## src/logic/status_flag_pkg.sv

```systemverilog
// Constants, register map and mode encoding for the system status flag word bank.
// Assumes a single 50 MHz clock and an APB master with 32-bit data and 12-bit byte addresses.
`default_nettype none

package status_flag_pkg;

  // Clock period in nanoseconds.
  localparam int CLK_PERIOD_NS = 20;
  // Common timebase tick, in milliseconds; every pulse bit is a whole number of ticks.
  localparam int TICK_MS = 10;
  // Clock cycles in one tick.
  localparam int TICK_CYCLES = (TICK_MS * 1000000) / CLK_PERIOD_NS;

  // Half periods of the square waves, in milliseconds.
  localparam int HALF_1MIN_MS = 30000;
  localparam int HALF_20MS_MS = 10;
  localparam int HALF_100MS_MS = 50;
  localparam int HALF_200MS_MS = 100;
  localparam int HALF_1S_MS = 500;

  // Half periods in ticks, and the length of the whole timebase frame.
  localparam int HALF_1MIN_TK = HALF_1MIN_MS / TICK_MS;
  localparam int HALF_20MS_TK = HALF_20MS_MS / TICK_MS;
  localparam int HALF_100MS_TK = HALF_100MS_MS / TICK_MS;
  localparam int HALF_200MS_TK = HALF_200MS_MS / TICK_MS;
  localparam int HALF_1S_TK = HALF_1S_MS / TICK_MS;
  localparam int FRAME_TK = 2 * HALF_1MIN_TK;

  // Word indices; the byte address is four times the index.
  localparam int IDX_CONTROL = 252;
  localparam int IDX_ERROR = 253;
  localparam int IDX_INSTR = 254;
  localparam int IDX_ARITH = 255;
  localparam int IDX_RETAIN = 256;
  localparam int IDX_SUPPRESS = 257;
  localparam int IDX_FORCE_SET = 258;
  localparam int IDX_FORCE_RST = 259;
  localparam int IDX_RO_LOW = 248;
  localparam logic [11:0] ADDR_CONTROL = 12'(IDX_CONTROL * 4);
  localparam logic [11:0] ADDR_ERROR = 12'(IDX_ERROR * 4);
  localparam logic [11:0] ADDR_INSTR = 12'(IDX_INSTR * 4);
  localparam logic [11:0] ADDR_ARITH = 12'(IDX_ARITH * 4);
  localparam logic [11:0] ADDR_RETAIN = 12'(IDX_RETAIN * 4);
  localparam logic [11:0] ADDR_SUPPRESS = 12'(IDX_SUPPRESS * 4);
  localparam logic [11:0] ADDR_FORCE_SET = 12'(IDX_FORCE_SET * 4);
  localparam logic [11:0] ADDR_FORCE_RST = 12'(IDX_FORCE_RST * 4);
  localparam logic [11:0] ADDR_RO_LOW = 12'(IDX_RO_LOW * 4);

  // Field positions.
  localparam int BIT_FORCE_HOLD = 11;
  localparam int BIT_IO_HOLD = 12;
  localparam int BIT_OUT_OFF = 15;
  localparam int BIT_BATT_LOW = 8;
  localparam int BIT_OVERRUN = 9;
  localparam int BIT_SUP_BATT = 0;
  localparam int BIT_SUP_OVERRUN = 1;
  localparam int BIT_RETAIN = 0;

  // Reset values.
  localparam logic [15:0] RST_WORD = 16'h0000;
  localparam logic [7:0] RST_CODE = 8'h00;
  // Square waves start in their high half.
  localparam logic [4:0] RST_PULSE = 5'h1f;
  // Alarm code reported for a pulse I/O or absolute counter error.
  localparam logic [7:0] PULSE_IO_ALARM = 8'h9c;

  // Operating modes, one-hot.
  typedef enum logic [2:0] {
    MODE_PROGRAM = 3'b001,
    MODE_MONITOR = 3'b010,
    MODE_RUN = 3'b100
  } run_mode_t;

endpackage : status_flag_pkg

`default_nettype wire

```

## src/logic/status_flag_words.sv

```systemverilog
// System status flag word bank with APB register access, pulse timebase and output control.
// Assumes flag inputs come from logic on pclk, except battery_low_pin, which is a raw pin.
`default_nettype none

module status_flag_words
  import status_flag_pkg::*;
#(
  parameter int TICK_LEN = status_flag_pkg::TICK_CYCLES // Clock cycles per timebase tick.
) (
  input wire logic pclk, // System clock.
  input wire logic presetn, // Asynchronous reset, active low.
  input wire logic psel, // APB select.
  input wire logic penable, // APB access phase.
  input wire logic pwrite, // APB write.
  input wire logic [11:0] paddr, // APB byte address.
  input wire logic [31:0] pwdata, // APB write data.
  output logic [31:0] prdata, // APB read data.
  output logic pready, // APB ready.
  output logic pslverr, // APB error for unmapped address.
  input wire status_flag_pkg::run_mode_t mode_sel, // Current operating mode.
  input wire logic power_up_evt, // Power restored pulse.
  input wire logic scan_end, // End of program scan pulse.
  input wire logic flag_update, // Instruction result flags valid.
  input wire logic overflow_in, // Signed overflow of result.
  input wire logic underflow_in, // Signed underflow of result.
  input wire logic exec_error_in, // Instruction execution error.
  input wire logic carry_in, // Carry out of result.
  input wire logic greater_in, // Comparison gave greater.
  input wire logic equal_in, // Comparison gave equal.
  input wire logic less_in, // Comparison gave less.
  input wire logic result_zero_in, // Result is zero.
  input wire logic diff_mon_start, // Differential monitoring starts.
  input wire logic diff_mon_done, // Differential monitoring finished.
  input wire logic step_start, // Step process starts.
  input wire logic hex_keypad_active, // Keypad instruction executing.
  input wire logic seven_segment_active, // Display instruction executing.
  input wire logic digit_switch_active, // Switch instruction executing.
  input wire logic pulse_io_error, // Pulse I/O or counter error pulse.
  input wire logic error_clear, // Clear latched errors.
  input wire logic battery_low_pin, // Raw battery low level.
  input wire logic cycle_overrun, // Cycle time overrun pulse.
  input wire logic prog_out_we, // Program writes output image.
  input wire logic [15:0] prog_out, // Program output value.
  output logic [15:0] out_pins, // Physical outputs.
  output logic inhibit_indicator, // Output inhibit lamp.
  output logic io_area_reset, // I/O and link area reset pulse.
  output logic [7:0] fatal_alarm_code // Fatal alarm code.
);

  ////////////////////////////////////////////////////////////////////////////////
  // Declarations.

  logic [18:0] div_reg; // Clock cycles within the current tick.
  logic tick; // One cycle per tick.
  logic [12:0] tick_cnt_reg; // Ticks within the one-minute frame.
  logic [4:0] pulse_reg; // Square waves: 1 min, 20 ms, 100 ms, 200 ms, 1 s.
  logic ovf_reg, unf_reg, diff_reg, step_reg; // Instruction word flags.
  logic [2:0] busy_reg; // Keypad, display, switch busy.
  logic pio_err_reg; // Pulse I/O error latch.
  logic err_reg, carry_reg, gt_reg, eq_reg, lt_reg; // Result flags.
  logic batt_s1_reg, batt_s2_reg; // Battery pin synchroniser.
  logic batt_reg, overrun_reg; // Error word flags.
  logic [15:0] ctrl_reg; // Control word with hold and output-off bits.
  logic retain_reg; // Hold bit retention setting.
  logic [1:0] suppress_reg; // Error suppression setting.
  logic [15:0] fset_reg, frst_reg; // Force set and force reset masks.
  logic [15:0] image_reg; // Output image.
  run_mode_t mode_reg; // Previous mode.
  logic wr, rd; // APB write and read strobes.
  logic mapped; // Address decodes to a word.
  logic entering_run, prog_to_mon, start_stop; // Mode transitions.
  logic force_clear; // Release all forcing.
  logic [15:0] instr_word, arith_word, error_word; // Assembled read words.

  ////////////////////////////////////////////////////////////////////////////////
  // Address decoding helper.

  // Returns a word's register value, or zero for an address that holds none.
  function automatic logic [15:0] word_at(input logic [11:0] a, input logic [15:0] c, input logic [15:0] e,
                                          input logic [15:0] i, input logic [15:0] r, input logic rt,
                                          input logic [1:0] s, input logic [15:0] fs, input logic [15:0] fr);
    logic [15:0] v;
    v = 16'h0000;
    if (a == ADDR_CONTROL) begin
      v = c;
    end else if (a == ADDR_ERROR) begin
      v = e;
    end else if (a == ADDR_INSTR) begin
      v = i;
    end else if (a == ADDR_ARITH) begin
      v = r;
    end else if (a == ADDR_RETAIN) begin
      v = {15'h0000, rt};
    end else if (a == ADDR_SUPPRESS) begin
      v = {14'h0000, s};
    end else if (a == ADDR_FORCE_SET) begin
      v = fs;
    end else if (a == ADDR_FORCE_RST) begin
      v = fr;
    end
    return v;
  endfunction : word_at

  ////////////////////////////////////////////////////////////////////////////////
  // APB slave: zero wait states, read data loaded in the setup cycle.

  // Words 248 to 259 are mapped; 248 to 251 read zero and ignore writes.
  assign mapped = (paddr[1:0] == 2'h0) && (paddr >= ADDR_RO_LOW) && (paddr <= ADDR_FORCE_RST);
  assign wr = psel && penable && pwrite && mapped;
  assign rd = psel && !penable && !pwrite;
  assign pready = 1'b1;
  assign pslverr = psel && penable && !mapped;

  // Read data register.
  always_ff @(posedge pclk or negedge presetn) begin
    if (!presetn) begin
      prdata <= 32'h00000000;
    end else if (rd) begin
      prdata <= {16'h0000, word_at(paddr, ctrl_reg, error_word, instr_word, arith_word, retain_reg, suppress_reg,
                                   fset_reg, frst_reg)};
    end
  end

  ////////////////////////////////////////////////////////////////////////////////
  // Common timebase and square waves.

  assign tick = (div_reg == 19'(TICK_LEN - 1));

  // Free-running divider and tick counter, independent of the scan.
  always_ff @(posedge pclk or negedge presetn) begin
    if (!presetn) begin
      div_reg <= 19'h00000;
      tick_cnt_reg <= 13'h0000;
    end else if (tick) begin
      div_reg <= 19'h00000;
      tick_cnt_reg <= (tick_cnt_reg == 13'(FRAME_TK - 1)) ? 13'h0000 : tick_cnt_reg + 13'h0001;
    end else begin
      div_reg <= div_reg + 19'h00001;
    end
  end

  // Each wave is high in the first half of its period within the frame.
  always_ff @(posedge pclk or negedge presetn) begin
    if (!presetn) begin
      pulse_reg <= RST_PULSE;
    end else begin
      pulse_reg[0] <= tick_cnt_reg < 13'(HALF_1MIN_TK);
      pulse_reg[1] <= (tick_cnt_reg % 13'(2 * HALF_20MS_TK)) < 13'(HALF_20MS_TK);
      pulse_reg[2] <= (tick_cnt_reg % 13'(2 * HALF_100MS_TK)) < 13'(HALF_100MS_TK);
      pulse_reg[3] <= (tick_cnt_reg % 13'(2 * HALF_200MS_TK)) < 13'(HALF_200MS_TK);
      pulse_reg[4] <= (tick_cnt_reg % 13'(2 * HALF_1S_TK)) < 13'(HALF_1S_TK);
    end
  end

  ////////////////////////////////////////////////////////////////////////////////
  // Instruction unit flags.

  // Result flags are replaced together each time an instruction reports them.
  always_ff @(posedge pclk or negedge presetn) begin
    if (!presetn) begin
      {ovf_reg, unf_reg, err_reg, carry_reg, gt_reg, eq_reg, lt_reg} <= 7'h00;
    end else if (flag_update) begin
      ovf_reg <= overflow_in;
      unf_reg <= underflow_in;
      err_reg <= exec_error_in;
      carry_reg <= carry_in;
      gt_reg <= greater_in;
      eq_reg <= equal_in || result_zero_in;
      lt_reg <= less_in;
    end
  end

  // Done stays set until the next monitoring start; a finish in the same cycle wins.
  always_ff @(posedge pclk or negedge presetn) begin
    if (!presetn) begin
      diff_reg <= 1'b0;
    end else if (diff_mon_done) begin
      diff_reg <= 1'b1;
    end else if (diff_mon_start) begin
      diff_reg <= 1'b0;
    end
  end

  // Step flag rises on a start and falls at the end of that scan.
  always_ff @(posedge pclk or negedge presetn) begin
    if (!presetn) begin
      step_reg <= 1'b0;
    end else if (step_start) begin
      step_reg <= 1'b1;
    end else if (scan_end) begin
      step_reg <= 1'b0;
    end
  end

  // Busy bits follow the executing instructions.
  always_ff @(posedge pclk or negedge presetn) begin
    if (!presetn) begin
      busy_reg <= 3'h0;
    end else begin
      busy_reg <= {digit_switch_active, seven_segment_active, hex_keypad_active};
    end
  end

  // Pulse I/O error latches with its alarm code; a new error beats a clear.
  always_ff @(posedge pclk or negedge presetn) begin
    if (!presetn) begin
      pio_err_reg <= 1'b0;
      fatal_alarm_code <= RST_CODE;
    end else if (pulse_io_error) begin
      pio_err_reg <= 1'b1;
      fatal_alarm_code <= PULSE_IO_ALARM;
    end else if (error_clear) begin
      pio_err_reg <= 1'b0;
      fatal_alarm_code <= RST_CODE;
    end
  end

  ////////////////////////////////////////////////////////////////////////////////
  // Error word with suppression.

  // Two flip-flops before the battery pin is used.
  always_ff @(posedge pclk or negedge presetn) begin
    if (!presetn) begin
      batt_s1_reg <= 1'b0;
      batt_s2_reg <= 1'b0;
    end else begin
      batt_s1_reg <= battery_low_pin;
      batt_s2_reg <= batt_s1_reg;
    end
  end

  // Battery follows the pin and overrun latches, both unless suppressed.
  always_ff @(posedge pclk or negedge presetn) begin
    if (!presetn) begin
      batt_reg <= 1'b0;
      overrun_reg <= 1'b0;
    end else begin
      batt_reg <= batt_s2_reg && !suppress_reg[BIT_SUP_BATT];
      if (suppress_reg[BIT_SUP_OVERRUN]) begin
        overrun_reg <= 1'b0;
      end else if (cycle_overrun) begin
        overrun_reg <= 1'b1;
      end else if (error_clear) begin
        overrun_reg <= 1'b0;
      end
    end
  end

  ////////////////////////////////////////////////////////////////////////////////
  // Read word assembly; writes to these words have no path into them.

  assign instr_word = {pio_err_reg, 4'h0, busy_reg, step_reg, diff_reg, unf_reg, ovf_reg, 2'h0, pulse_reg[1],
                       pulse_reg[0]};
  assign arith_word = {8'h00, lt_reg, eq_reg, gt_reg, carry_reg, err_reg, pulse_reg[4], pulse_reg[3],
                       pulse_reg[2]};
  assign error_word = {6'h00, overrun_reg, batt_reg, fatal_alarm_code};

  ////////////////////////////////////////////////////////////////////////////////
  // Mode tracking and transitions.

  assign entering_run = (mode_sel == MODE_RUN) && (mode_reg != MODE_RUN);
  assign prog_to_mon = (mode_reg == MODE_PROGRAM) && (mode_sel == MODE_MONITOR);
  assign start_stop = (mode_reg == MODE_PROGRAM) != (mode_sel == MODE_PROGRAM);
  assign force_clear = entering_run || (prog_to_mon && !ctrl_reg[BIT_FORCE_HOLD]);

  // Previous mode register.
  always_ff @(posedge pclk or negedge presetn) begin
    if (!presetn) begin
      mode_reg <= MODE_PROGRAM;
    end else begin
      mode_reg <= mode_sel;
    end
  end

  ////////////////////////////////////////////////////////////////////////////////
  // Writable words: control, settings and force masks.

  // Control word; hold bits survive power-up only when retention is set.
  always_ff @(posedge pclk or negedge presetn) begin
    if (!presetn) begin
      ctrl_reg <= RST_WORD;
    end else if (wr && paddr == ADDR_CONTROL) begin
      ctrl_reg <= {pwdata[BIT_OUT_OFF], 2'h0, pwdata[BIT_IO_HOLD], pwdata[BIT_FORCE_HOLD], 11'h000};
    end else if (power_up_evt && !retain_reg) begin
      ctrl_reg[BIT_FORCE_HOLD] <= 1'b0;
      ctrl_reg[BIT_IO_HOLD] <= 1'b0;
    end
  end

  // Retention and suppression settings.
  always_ff @(posedge pclk or negedge presetn) begin
    if (!presetn) begin
      retain_reg <= 1'b0;
      suppress_reg <= 2'h0;
    end else if (wr && paddr == ADDR_RETAIN) begin
      retain_reg <= pwdata[BIT_RETAIN];
    end else if (wr && paddr == ADDR_SUPPRESS) begin
      suppress_reg <= pwdata[1:0];
    end
  end

  // Force masks; a release by mode change beats a write in the same cycle.
  always_ff @(posedge pclk or negedge presetn) begin
    if (!presetn) begin
      fset_reg <= RST_WORD;
      frst_reg <= RST_WORD;
    end else if (force_clear) begin
      fset_reg <= RST_WORD;
      frst_reg <= RST_WORD;
    end else if (wr && paddr == ADDR_FORCE_SET) begin
      fset_reg <= pwdata[15:0];
    end else if (wr && paddr == ADDR_FORCE_RST) begin
      frst_reg <= pwdata[15:0];
    end
  end

  ////////////////////////////////////////////////////////////////////////////////
  // Output image and pins.

  // Forced bits are written into the image, so they stay put once released.
  always_ff @(posedge pclk or negedge presetn) begin
    if (!presetn) begin
      image_reg <= RST_WORD;
      io_area_reset <= 1'b0;
    end else begin
      io_area_reset <= start_stop && !ctrl_reg[BIT_IO_HOLD];
      if (start_stop && !ctrl_reg[BIT_IO_HOLD]) begin
        image_reg <= RST_WORD;
      end else if (prog_out_we) begin
        image_reg <= (prog_out | fset_reg) & ~(frst_reg & ~fset_reg);
      end else begin
        image_reg <= (image_reg | fset_reg) & ~(frst_reg & ~fset_reg);
      end
    end
  end

  // Output-off blanks every pin regardless of the image.
  always_ff @(posedge pclk or negedge presetn) begin
    if (!presetn) begin
      out_pins <= RST_WORD;
      inhibit_indicator <= 1'b0;
    end else begin
      out_pins <= ctrl_reg[BIT_OUT_OFF] ? RST_WORD : image_reg;
      inhibit_indicator <= ctrl_reg[BIT_OUT_OFF];
    end
  end
endmodule : status_flag_words

`default_nettype wire

```

## config.mk

```make
export PLATFORM = sky130hd
export DESIGN_NAME = status_flag_words
export DESIGN_NICKNAME = d
export VERILOG_FILES = /design/src/logic/status_flag_pkg.sv /design/src/logic/status_flag_words.sv
export SDC_FILE = /design/constraint.sdc
export NUM_CORES = 1
export LEC_CHECK = 0
export BUFFER_PORTS_ARGS = -buffer_cell sky130_fd_sc_hd__buf_2
export CAP_MARGIN = 20
export CORE_MARGIN = 4
export CORE_UTILIZATION = 62
export CTS_CLUSTER_DIAMETER = 200
export DETAILED_ROUTE_END_ITERATION = 10
export PLACE_DENSITY_LB_ADDON = 0.15
export SLEW_MARGIN = 20
export SYNTH_ARGS = -nofsm -noshare
export SYNTH_HDL_FRONTEND = slang
export SYNTH_SLANG_ARGS = --single-unit
```

## constraint.sdc

```tcl
create_clock -name pclk -period 10.7 [get_ports pclk]
set_input_delay 1.605 -clock pclk [delete_from_list [all_inputs] [get_ports pclk]]
set_output_delay 1.605 -clock pclk [all_outputs]
set_load 0.005 [all_outputs]
```

==> results_dict.tcl, run 1 <==
set metrics [dict create \
    status "complete, no violations" \
    synth_adder_area_share 0.00680 \
    grt_usage 0.282 \
    rows 43 \
    netlist.area_leader.share 0.394 \
    gp_congestion 0.905 \
    yosysUniqueCellTypes 101 \
    cp_data_arrival_time_ns 5.08 \
    grt_pass1_wl_um 36900 \
    drv_cap 0 \
    fp.dieArea_mm2 0.0162 \
    yosys_warnings 0 \
    clock_sinks 145 \
    drv_slew 0 \
    drc 0 \
    seq_area_frac_synth 0.411 \
    path_cells "inv_1 -> a21o_1 -> a311oi_2 -> a21oi_1 -> or2_1 -> a211oi_2 -> o32ai_2 -> or4b_4 -> a2111oi_4 -> a211oi_2 -> o311ai_2 -> o221ai_2" \
    synthCells 993 \
    startpoint "tick_cnt_reg[7]" \
    drive_gt1_frac 0.201 \
    clk_pin_slew_worst_paths_ns 0.06 \
    synth_top_area_cell "dfrtp_1" \
    vias 7785 \
    antenna_left 0 \
    via_per_inst 6.18 \
    tritoncts "built" \
    cpMaxStageDelayCell "dfrtp_1" \
    timing.hold.worst.class "reg2reg" \
    synth_top_family_by_area "simple AND/OR/NAND/NOR gates" \
    cts_max_level 4 \
    worstReg2RegStart "tick_cnt_reg[7]" \
    synth_most_common_cell "dfrtp_1" \
    synthMuxAreaShare 0.0654 \
    hold_start "batt_s1_reg" \
    synth_area_mm2 0.00884 \
    ios 150 \
    grt_start_max_net_pins 77 \
    cts-resized-gates 0 \
    core_mm2 0.0139 \
    wl_um 22500 \
    postSynth.asyncResetShare 1.00 \
    area_delta_synth_final_pct 12.5 \
    first_pass_iters 5 \
    cp-start-kind "register" \
    power_density_mw_per_mm2 131 \
    tightest_slew_ns 1.08 \
    portBuffers 112 \
    yosys_register_bits 145 \
    clkLatencyLatePin_ns 0.42 \
    setup_viol 0 \
    utilization 0.713 \
    die_w_um 127 \
    clockRootBuffer "clkbuf_16" \
    ys.flop_type "dfrtp_1" \
    start_util 0.634 \
    final_net_count 1160 \
    synth_area_leaders "dfrtp_1 39%, nor2_1 5.2%, nand2_1 4.8%" \
    ir_drop_mv 0.137 \
    layout_min_cycle_time_ns 4.75 \
    ctsHoldBuffers 0 \
    die_h_um 127 \
    antenna_found_initial 0 \
    drt_iter0_drc 908 \
    yosys-top-cells-count "139 x dfrtp_1, 123 x nor2_1, 113 x nand2_1" \
    synth-edff-count 0 \
    largest_register_ffs 19 \
    n_antenna_cell 0 \
    synth_compound_area_frac 0.194 \
    max-slew-margin-rel 0.271 \
    max_stage_delay_ns 0.91 \
    synth_xor_area_frac 0.0287 \
    fin_skew_ns 0.00528 \
    required_ns 11.03 \
    cts_buffer_depth 2 \
    postCtsSetupBuffers 0 \
    crit_path_frequent_cell "a211oi_2" \
    report.final.hold_viol_count 0 \
    tns_ns 0 \
    end_kind "register" \
    grt-ovfl-total 0 \
    fmax_mhz 210 \
    cts_made_buffers 17 \
    finalCritPeriodShare 0.444 \
    critical_path_class "reg2reg" \
    grt_pass1_vias 7275 \
    grt_setup_unrepaired "false" \
    crit_path_max_fanout 30 \
    wl_per_cell_um 17.9 \
    postSynthAreaPerCell_um2 8.90 \
    leakagePower_uw 0.00441 \
    hpwlAfterDp_um 15600 \
    synthSimpleGateAreaFrac 0.229 \
]
[cell type report]
type | count | area (um2)
tap | 180 | 225
inverter | 18 | 67.6
clock buffer | 21 | 470
sequential | 145 | 3640
clock inverter | 11 | 174
timing repair buffer | 122 | 649
fill | 1080 | 4000
multi-input combinational | 762 | 4720
[layer usage]
layer / track usage / vias up / wire length [um]
li1: - / 3649 / -
met1: 0.412 / 3788 / 10000
met2: 0.426 / 318 / 10200
met3: 0.0698 / 30 / 1890
met4: 0.0719 / 0 / 361
met5: 0 / - / 0
[report_power, final]
group	total, uW	internal (uW)	switching [uW]
logic	81.6	33.0	48.6
clock network	641	411	230
registers	578	569	9.05
total	1300	1010	288
[kinds of logic after synthesis]
family,Yosys count
buffers and inverters,105
adder cells (fa/ha/maj),5
AO/OA/AOI/OAI,239
flip-flops,145
XOR/XNOR,29
multiplexers,54
other,2
AND/OR/NAND/NOR,414
[per-stage QoR]
stage / total power [uW] / cell area [um2] / instances / hold slack (ns) / worst slack, ns
floorplan: 628 / 8910 / 1012 / 0.331 / 6.61
global placement: 665 / 9280 / 1226 / 0.343 / 5.79
detailed placement: 669 / 9280 / 1226 / 0.336 / 5.70
CTS: 1310 / 9920 / 1258 / 0.346 / 5.99
global route: 1340 / 9940 / 1259 / 0.347 / 5.61
finish: 1300 / 9940 / 1259 / 0.345 / 5.95
[path summary, 6_finish.rpt]
check	to	cells after the start	slack, ns
worst max-delay path	pulse_reg[4]	12	5.95
worst min-delay path	batt_s2_reg	0	0.34
worst max register to register	pulse_reg[4]	12	5.95
worst min register to register	batt_s2_reg	0	0.34
max in group asynchronous	busy_reg[1]	2	8.15
min in group asynchronous	div_reg[7]	1	1.16
[critical path: cells and delay by family (launching register included)]
family,cells,cell delay [ns]
buf+inv,1,0.35
compound gates,9,2.45
flops,1,0.91
simple gates,2,0.94
[cells in the final DEF, fill, tap and decap left out, types with 6 or more instances in the layout]
master     count
nor2_1       122
nor3_1        27
a22oi_1       10
o211ai_1       6
nor4_1         8
dfrtp_1      139
nor3b_1        7
xnor2_1       16
buf_4          9
clkbuf_16     17
o31ai_1        8
a31oi_1       20
o21ai_0       49
nand2b_1       7
and3_1         8
and3b_1        6
xor2_1        13
mux2i_1       36
nand3_1       37
buf_2        111
conb_1        21
mux2_2        16
nor2b_1       23
dfstp_2        6
a21oi_1       55
or3_1          6
and2_1        10
nand2_1      112
a21o_1         6
inv_1         15
Note: power is estimated with default switching activity, not from simulation.
==> run 2, diff against run 1 <==
--- a/config.mk
+++ b/config.mk
@@ -5,10 +5,11 @@
 export SDC_FILE = /design/constraint.sdc
 export NUM_CORES = 1
 export LEC_CHECK = 0
+export ABC_AREA = 1
 export BUFFER_PORTS_ARGS = -buffer_cell sky130_fd_sc_hd__buf_2
 export CAP_MARGIN = 20
 export CORE_MARGIN = 4
-export CORE_UTILIZATION = 62
+export CORE_UTILIZATION = 51
 export CTS_CLUSTER_DIAMETER = 200
 export DETAILED_ROUTE_END_ITERATION = 10
 export PLACE_DENSITY_LB_ADDON = 0.15
==> constraint.sdc (replaced) <==
create_clock -name pclk -period 3.8 [get_ports pclk]
set_input_delay 0.57 -clock pclk [delete_from_list [all_inputs] [get_ports pclk]]
set_output_delay 0.57 -clock pclk [all_outputs]
set_load 0.005 [all_outputs]
==> run 2 against run 1 <==
Against the previous run: the run now ends with negative setup slack left; clock power grew to 2.7 times the previous value; count of clock-buffer cells in the layout down 3; worst hold slack got worse by 0.12 ns; first-iteration DRC count down 57%; register-to-register slack got worse by 6.1 ns; die area rose by 15%; non-clock buffer count grew 68; worst setup slack lost 6.1 ns; critical path type unchanged; largest power group is now sequential cells; highest routed layer unchanged.
==> results_dict.tcl, run 2 <==
set metrics [dict create \
    rr_worst_depth 37 \
    die_w_um 137 \
    fillers 1385 \
    rows 46 \
    max_stage_delay_ns 0.43 \
    wl_per_cell_um 13.8 \
    worst-r2r-setup-slack_ns -0.15 \
    seq_area_frac_synth 0.432 \
    grt-ovfl-total 0 \
    finalCritPeriodShare 1.04 \
    largest_register_ffs 19 \
    yosys_warnings 0 \
    clkLatencyLatePin_ns 0.42 \
    max-slew-margin-rel 0.471 \
    end_kind "register" \
    drt_iter0_drc 390 \
    antenna_found_initial 0 \
    core_mm2 0.0161 \
    drv_cap 0 \
    area_delta_synth_final_pct 26.0 \
    setup_viol 2 \
    postSynth.asyncResetShare 1.00 \
    die_h_um 137 \
    vias 7769 \
    ir_drop_mv 0.304 \
    via_per_inst 5.07 \
    tns_ns -0.289 \
    antenna_left 0 \
    final_net_count 1396 \
    grt_usage 0.229 \
    layout_commonest_cell "nand2_1" \
    worstReg2RegStart "tick_cnt_reg[10]" \
    clockRootBuffer "clkbuf_16" \
    synth_most_common_cell "nand2_1" \
    cts_max_level 4 \
    clk_pin_slew_worst_paths_ns 0.06 \
    portBuffers 112 \
    crit_path_max_fanout 5 \
    wl_um 21100 \
    grt_pass1_wl_um 34200 \
    yosys-top-cells-count "252 x nand2_1, 154 x inv_1, 139 x dfrtp_1" \
    worst_slack_ns -0.153 \
    synth_area_mm2 0.00842 \
    synth-edff-count 0 \
    cts_made_buffers 17 \
    critical_path_class "reg2reg" \
    drv_slew 0 \
    leakagePower_uw 0.00571 \
    grt_start_max_net_pins 92 \
    startpoint "tick_cnt_reg[10]" \
    start_util 0.525 \
    grt_setup_unrepaired "true" \
    yosysUniqueCellTypes 53 \
    drive_gt1_frac 0.284 \
    cp_data_arrival_time_ns 4.30 \
    yosys_register_bits 145 \
    hpwlAfterDp_um 15300 \
    layout_min_cycle_time_ns 3.95 \
    required_ns 4.15 \
    violations "negative setup slack" \
    gp_congestion 0.861 \
    first_pass_iters 5 \
    crit_path_frequent_cell "nand2_2" \
    multi_input_area_mm2 0.00431 \
    ios 150 \
    cp-start-kind "register" \
    layout_common_cells "213 x nand2_1, 150 x inv_1, 136 x dfrtp_1" \
    tritoncts "built" \
    synthCells 1126 \
    synth_area_leaders "dfrtp_1 41%, nand2_1 11%, inv_1 6.9%" \
    power_density_mw_per_mm2 364 \
    cts_buffer_depth 2 \
    timing.hold.worst.class "in2async" \
    n_antenna_cell 0 \
    place_area_mm2 0.00948 \
    cpMaxStageDelayCell "dfrtp_2" \
    postSynthAreaPerCell_um2 7.48 \
    netlist.area_leader.share 0.413 \
    clock_sinks 145 \
    seqCellArea_mm2 0.00364 \
    r2r_end "pulse_reg[2]" \
    fp.dieArea_mm2 0.0186 \
    grt_pass1_vias 7267 \
    fmax_mhz 253 \
    ys.flop_type "dfrtp_1" \
    synth_top_area_cell "dfrtp_1" \
    status "finished, violations left" \
    tightest_slew_ns 0.793 \
    fin_skew_ns 0.0110 \
    final_area_mm2 0.0106 \
    drc 0 \
    report.final.hold_viol_count 0 \
]
## run 2: changes by cell type after synthesis, sizes merged, moves of 18 or more
cell    before  now
nand2      114  290
nand3       37   93
nand4        5   23
clkbuf      41   22
inv         16  162
o21ai       56  107
nor2b       23    0
mux2i       36    1
## run 2: worst max path at each step
stage | slack (ns) | to
global placement | -0.12 | pulse_reg[2]
global route | -0.52 | pulse_reg[2]
floorplan | 0.13 | pulse_reg[4]
CTS | -0.10 | pulse_reg[4]
finish | -0.15 | pulse_reg[2]
detailed placement | -0.19 | pulse_reg[2]
## run 2: critical path, delay by kind of cell (launching register included)
kind | cells | cell delay [ns]
buffers and inverters | 4 | 0.47
DFF | 1 | 0.43
and+or+nand+nor | 30 | 2.62
AOI/OAI and AO/OA | 3 | 0.31
## run 2: metrics by stage
step                      setup slack (ns)   util  std cells  total power [uW]  hold WS, ns
after floorplan                      0.131      -       1145              2020        0.274
after global placement              -0.121  0.591       1485              2180        0.333
after detailed placement            -0.188  0.591       1485              2190        0.335
after CTS                           -0.105  0.637       1522              3890        0.247
after global routing                -0.518  0.661       1531              4030        0.250
final                               -0.153  0.661       1531              3860        0.223
## run 2: kinds of logic after synthesis
kind of cell / share of synthesized area
simple gates: 0.300
flops: 0.432
other cells: 0.000892
mux: 0.00520
xor+xnor: 0.0178
buf+inv: 0.115
compound gates: 0.123
fa+ha+maj: 0.00594
## run 2: layout make-up
cell class	count	area share
clock buffer	18	0.0414
multi-input combinational	781	0.406
clock inverter	14	0.0152
sequential	145	0.343
timing repair buffer	190	0.109
tap	216	0.0255
inverter	167	0.0596
## run 2: what timing repair did
item,CTS,global route
buffers inserted,5,9
pin swaps,16,50
endpoints found under the setup margin,3,3
hold buffers,0,0
endpoints found under the hold margin,0,0
resized for setup,34,80
## run 2: metal layers
layer	routed length [um]	up-vias	track usage	part of all wire
li1	-	3949	-	-
met1	8950	3612	0.285	0.42
met2	10800	185	0.403	0.51
met3	987	23	0.0423	0.047
met4	425	0	0.0739	0.020
met5	0	-	0	0
## run 2: report_power, final
part / internal, uW / switching [uW] / leakage [uW]
sequential: 1710 / 70.4 / 0.00183
combinational: 151 / 236 / 0.00359
clock: 1050 / 649 / 0.000296
total: 2900 / 955 / 0.00571
==> run 3, diff against run 2 <==
--- a/config.mk
+++ b/config.mk
@@ -8,7 +8,6 @@
 export ABC_AREA = 1
 export BUFFER_PORTS_ARGS = -buffer_cell sky130_fd_sc_hd__buf_2
 export CAP_MARGIN = 20
-export CORE_MARGIN = 4
 export CORE_UTILIZATION = 51
 export CTS_CLUSTER_DIAMETER = 200
 export DETAILED_ROUTE_END_ITERATION = 10
==> run 3 against run 2 <==
Against the previous run: the flow still finishes with violations (negative setup slack); final cell count grew 0.13%; flip-flop and latch count unchanged; sequential power hardly changed; register-to-register slack hardly changed; final area increased by 0.12%; first-iteration DRC count shrank 6.4%; via count is 0.54% higher; non-clock buffer count is 1 higher; fmax about the same; routed wire length decreased by 0.78%; largest cell class unchanged.
==> results_dict.tcl, run 3 (synthesis results as in run 2) <==
set metrics [dict create \
    end_kind "register" \
    portBuffers 112 \
    cpMaxStageDelayCell "dfrtp_2" \
    power_density_mw_per_mm2 357 \
    worst_slack_ns -0.153 \
    hpwlAfterDp_um 14900 \
    antenna_left 0 \
    layout_min_cycle_time_ns 3.95 \
    rows 46 \
    grt_setup_unrepaired "true" \
    setup_viol 2 \
    ios 150 \
    clk_pin_slew_worst_paths_ns 0.06 \
    area_delta_synth_final_pct 26.1 \
    crit_path_frequent_cell "nand2_4" \
    cp_data_arrival_time_ns 4.30 \
    fp.dieArea_mm2 0.0170 \
    fmax_mhz 253 \
    status "finished, violations left" \
    drv_slew 0 \
    grt_usage 0.254 \
    drv_cap 0 \
    rr_worst_depth 39 \
    final_net_count 1397 \
    cts_buffer_depth 2 \
    leakagePower_uw 0.00576 \
    crit_family "simple AND/OR/NAND/NOR gates" \
    cts_made_buffers 17 \
    grt_start_max_net_pins 86 \
    max-slew-margin-rel 0.487 \
    worst-path-buf-inv 8 \
    finalCritPeriodShare 1.04 \
    numPlacedInstances 1481 \
    layout_common_cells "221 x nand2_1, 148 x inv_1, 136 x dfrtp_1" \
    grt-ovfl-total 0 \
    start_util 0.526 \
    clockRootBuffer "clkbuf_16" \
    violations "negative setup slack" \
    antenna_found_initial 1 \
    worst-path-stages 39 \
    gp_congestion 0.868 \
    cts_max_level 4 \
    worstReg2RegStart "tick_cnt_reg[10]" \
    fin_skew_ns 0.00936 \
    core_mm2 0.0160 \
    required_ns 4.15 \
    report.final.hold_viol_count 0 \
    final_area_mm2 0.0106 \
    die_h_um 131 \
    critical_path_class "reg2reg" \
    layout_commonest_cell "nand2_1" \
    grt_pass1_vias 7383 \
    vias 7811 \
    clkLatencyLatePin_ns 0.42 \
    wl_per_cell_um 13.7 \
    drive_gt1_frac 0.281 \
    largest_register_ffs 19 \
    die_w_um 131 \
    first_pass_iters 5 \
    tightest_slew_ns 0.770 \
    via_per_inst 5.10 \
    startpoint "tick_cnt_reg[10]" \
    drt_iter0_drc 365 \
    drc 0 \
    crit_path_max_fanout 6 \
    clock_sinks 145 \
    max_stage_delay_ns 0.46 \
    wl_um 21000 \
    place_area_mm2 0.00947 \
    tritoncts "built" \
    fin_cells 1533 \
    ir_drop_mv 0.320 \
    timing.hold.worst.class "in2async" \
    cp-start-kind "register" \
    grt_pass1_wl_um 33900 \
]
==> run 3: area by class of cell <==
type / instances / area, um2
fillers: 1382 / 5380
clock inverters: 12 / 134
diodes: 1 / 2.50
multi-input cells: 781 / 4320
inverters: 167 / 632
well taps: 216 / 270
repair buffers: 191 / 1190
clock buffers: 20 / 437
flip-flops and latches: 145 / 3640
==> run 3: metal layers <==
metal  track usage  part of all wire  up-vias
li1              -                 -     3942
met1         0.310              0.43     3642
met2         0.434              0.50      192
met3        0.0485             0.043       35
met4         0.120             0.033        0
met5             0                 0        -
==> run 3: path summary, 6_finish.rpt <==
kind	slack, ns	to
worst max-delay path	-0.15	pulse_reg[4]
worst min-delay path	0.20	out_pins[5]
worst max register to register	-0.15	pulse_reg[4]
worst min register to register	0.36	batt_s2_reg
max in group asynchronous	2.78	mode_reg[0]
min in group pclk	0.26	busy_reg[1]
==> run 3: repair_timing <==
item | CTS | global route
setup buffers | 5 | 14
hold buffers | 0 | 0
endpoints found under the setup margin | 3 | 3
endpoints found under the hold margin | 0 | 0
gates resized for setup | 20 | 96
pin swaps | 9 | 52
==> run 3: where the power goes <==
group	switching, uW	internal, uW
sequential	73.4	1710
combinational	234	151
clock	658	972
==> run 3: per-stage QoR <==
stage / worst slack (ns) / TNS [ns] / utilization / hold slack [ns] / power, uW
after floorplan: 0.131 / 0 / - / 0.274 / 2020
after global placement: -0.160 / -0.266 / 0.592 / 0.352 / 2180
final: -0.153 / -0.238 / 0.664 / 0.196 / 3800
after global routing: -0.476 / -1.20 / 0.664 / 0.245 / 3970
after detailed placement: -0.256 / -0.556 / 0.592 / 0.348 / 2190
after CTS: -0.119 / -0.232 / 0.634 / 0.236 / 3820
==> run 3: worst reg2reg max path, delay by kind of cell (launching register included) <==
family / cells / cell delay, ns
flops: 1 / 0.46
xor+xnor: 1 / 0.15
simple gates: 29 / 2.36
buf+inv: 8 / 0.82
compound gates: 1 / 0.10
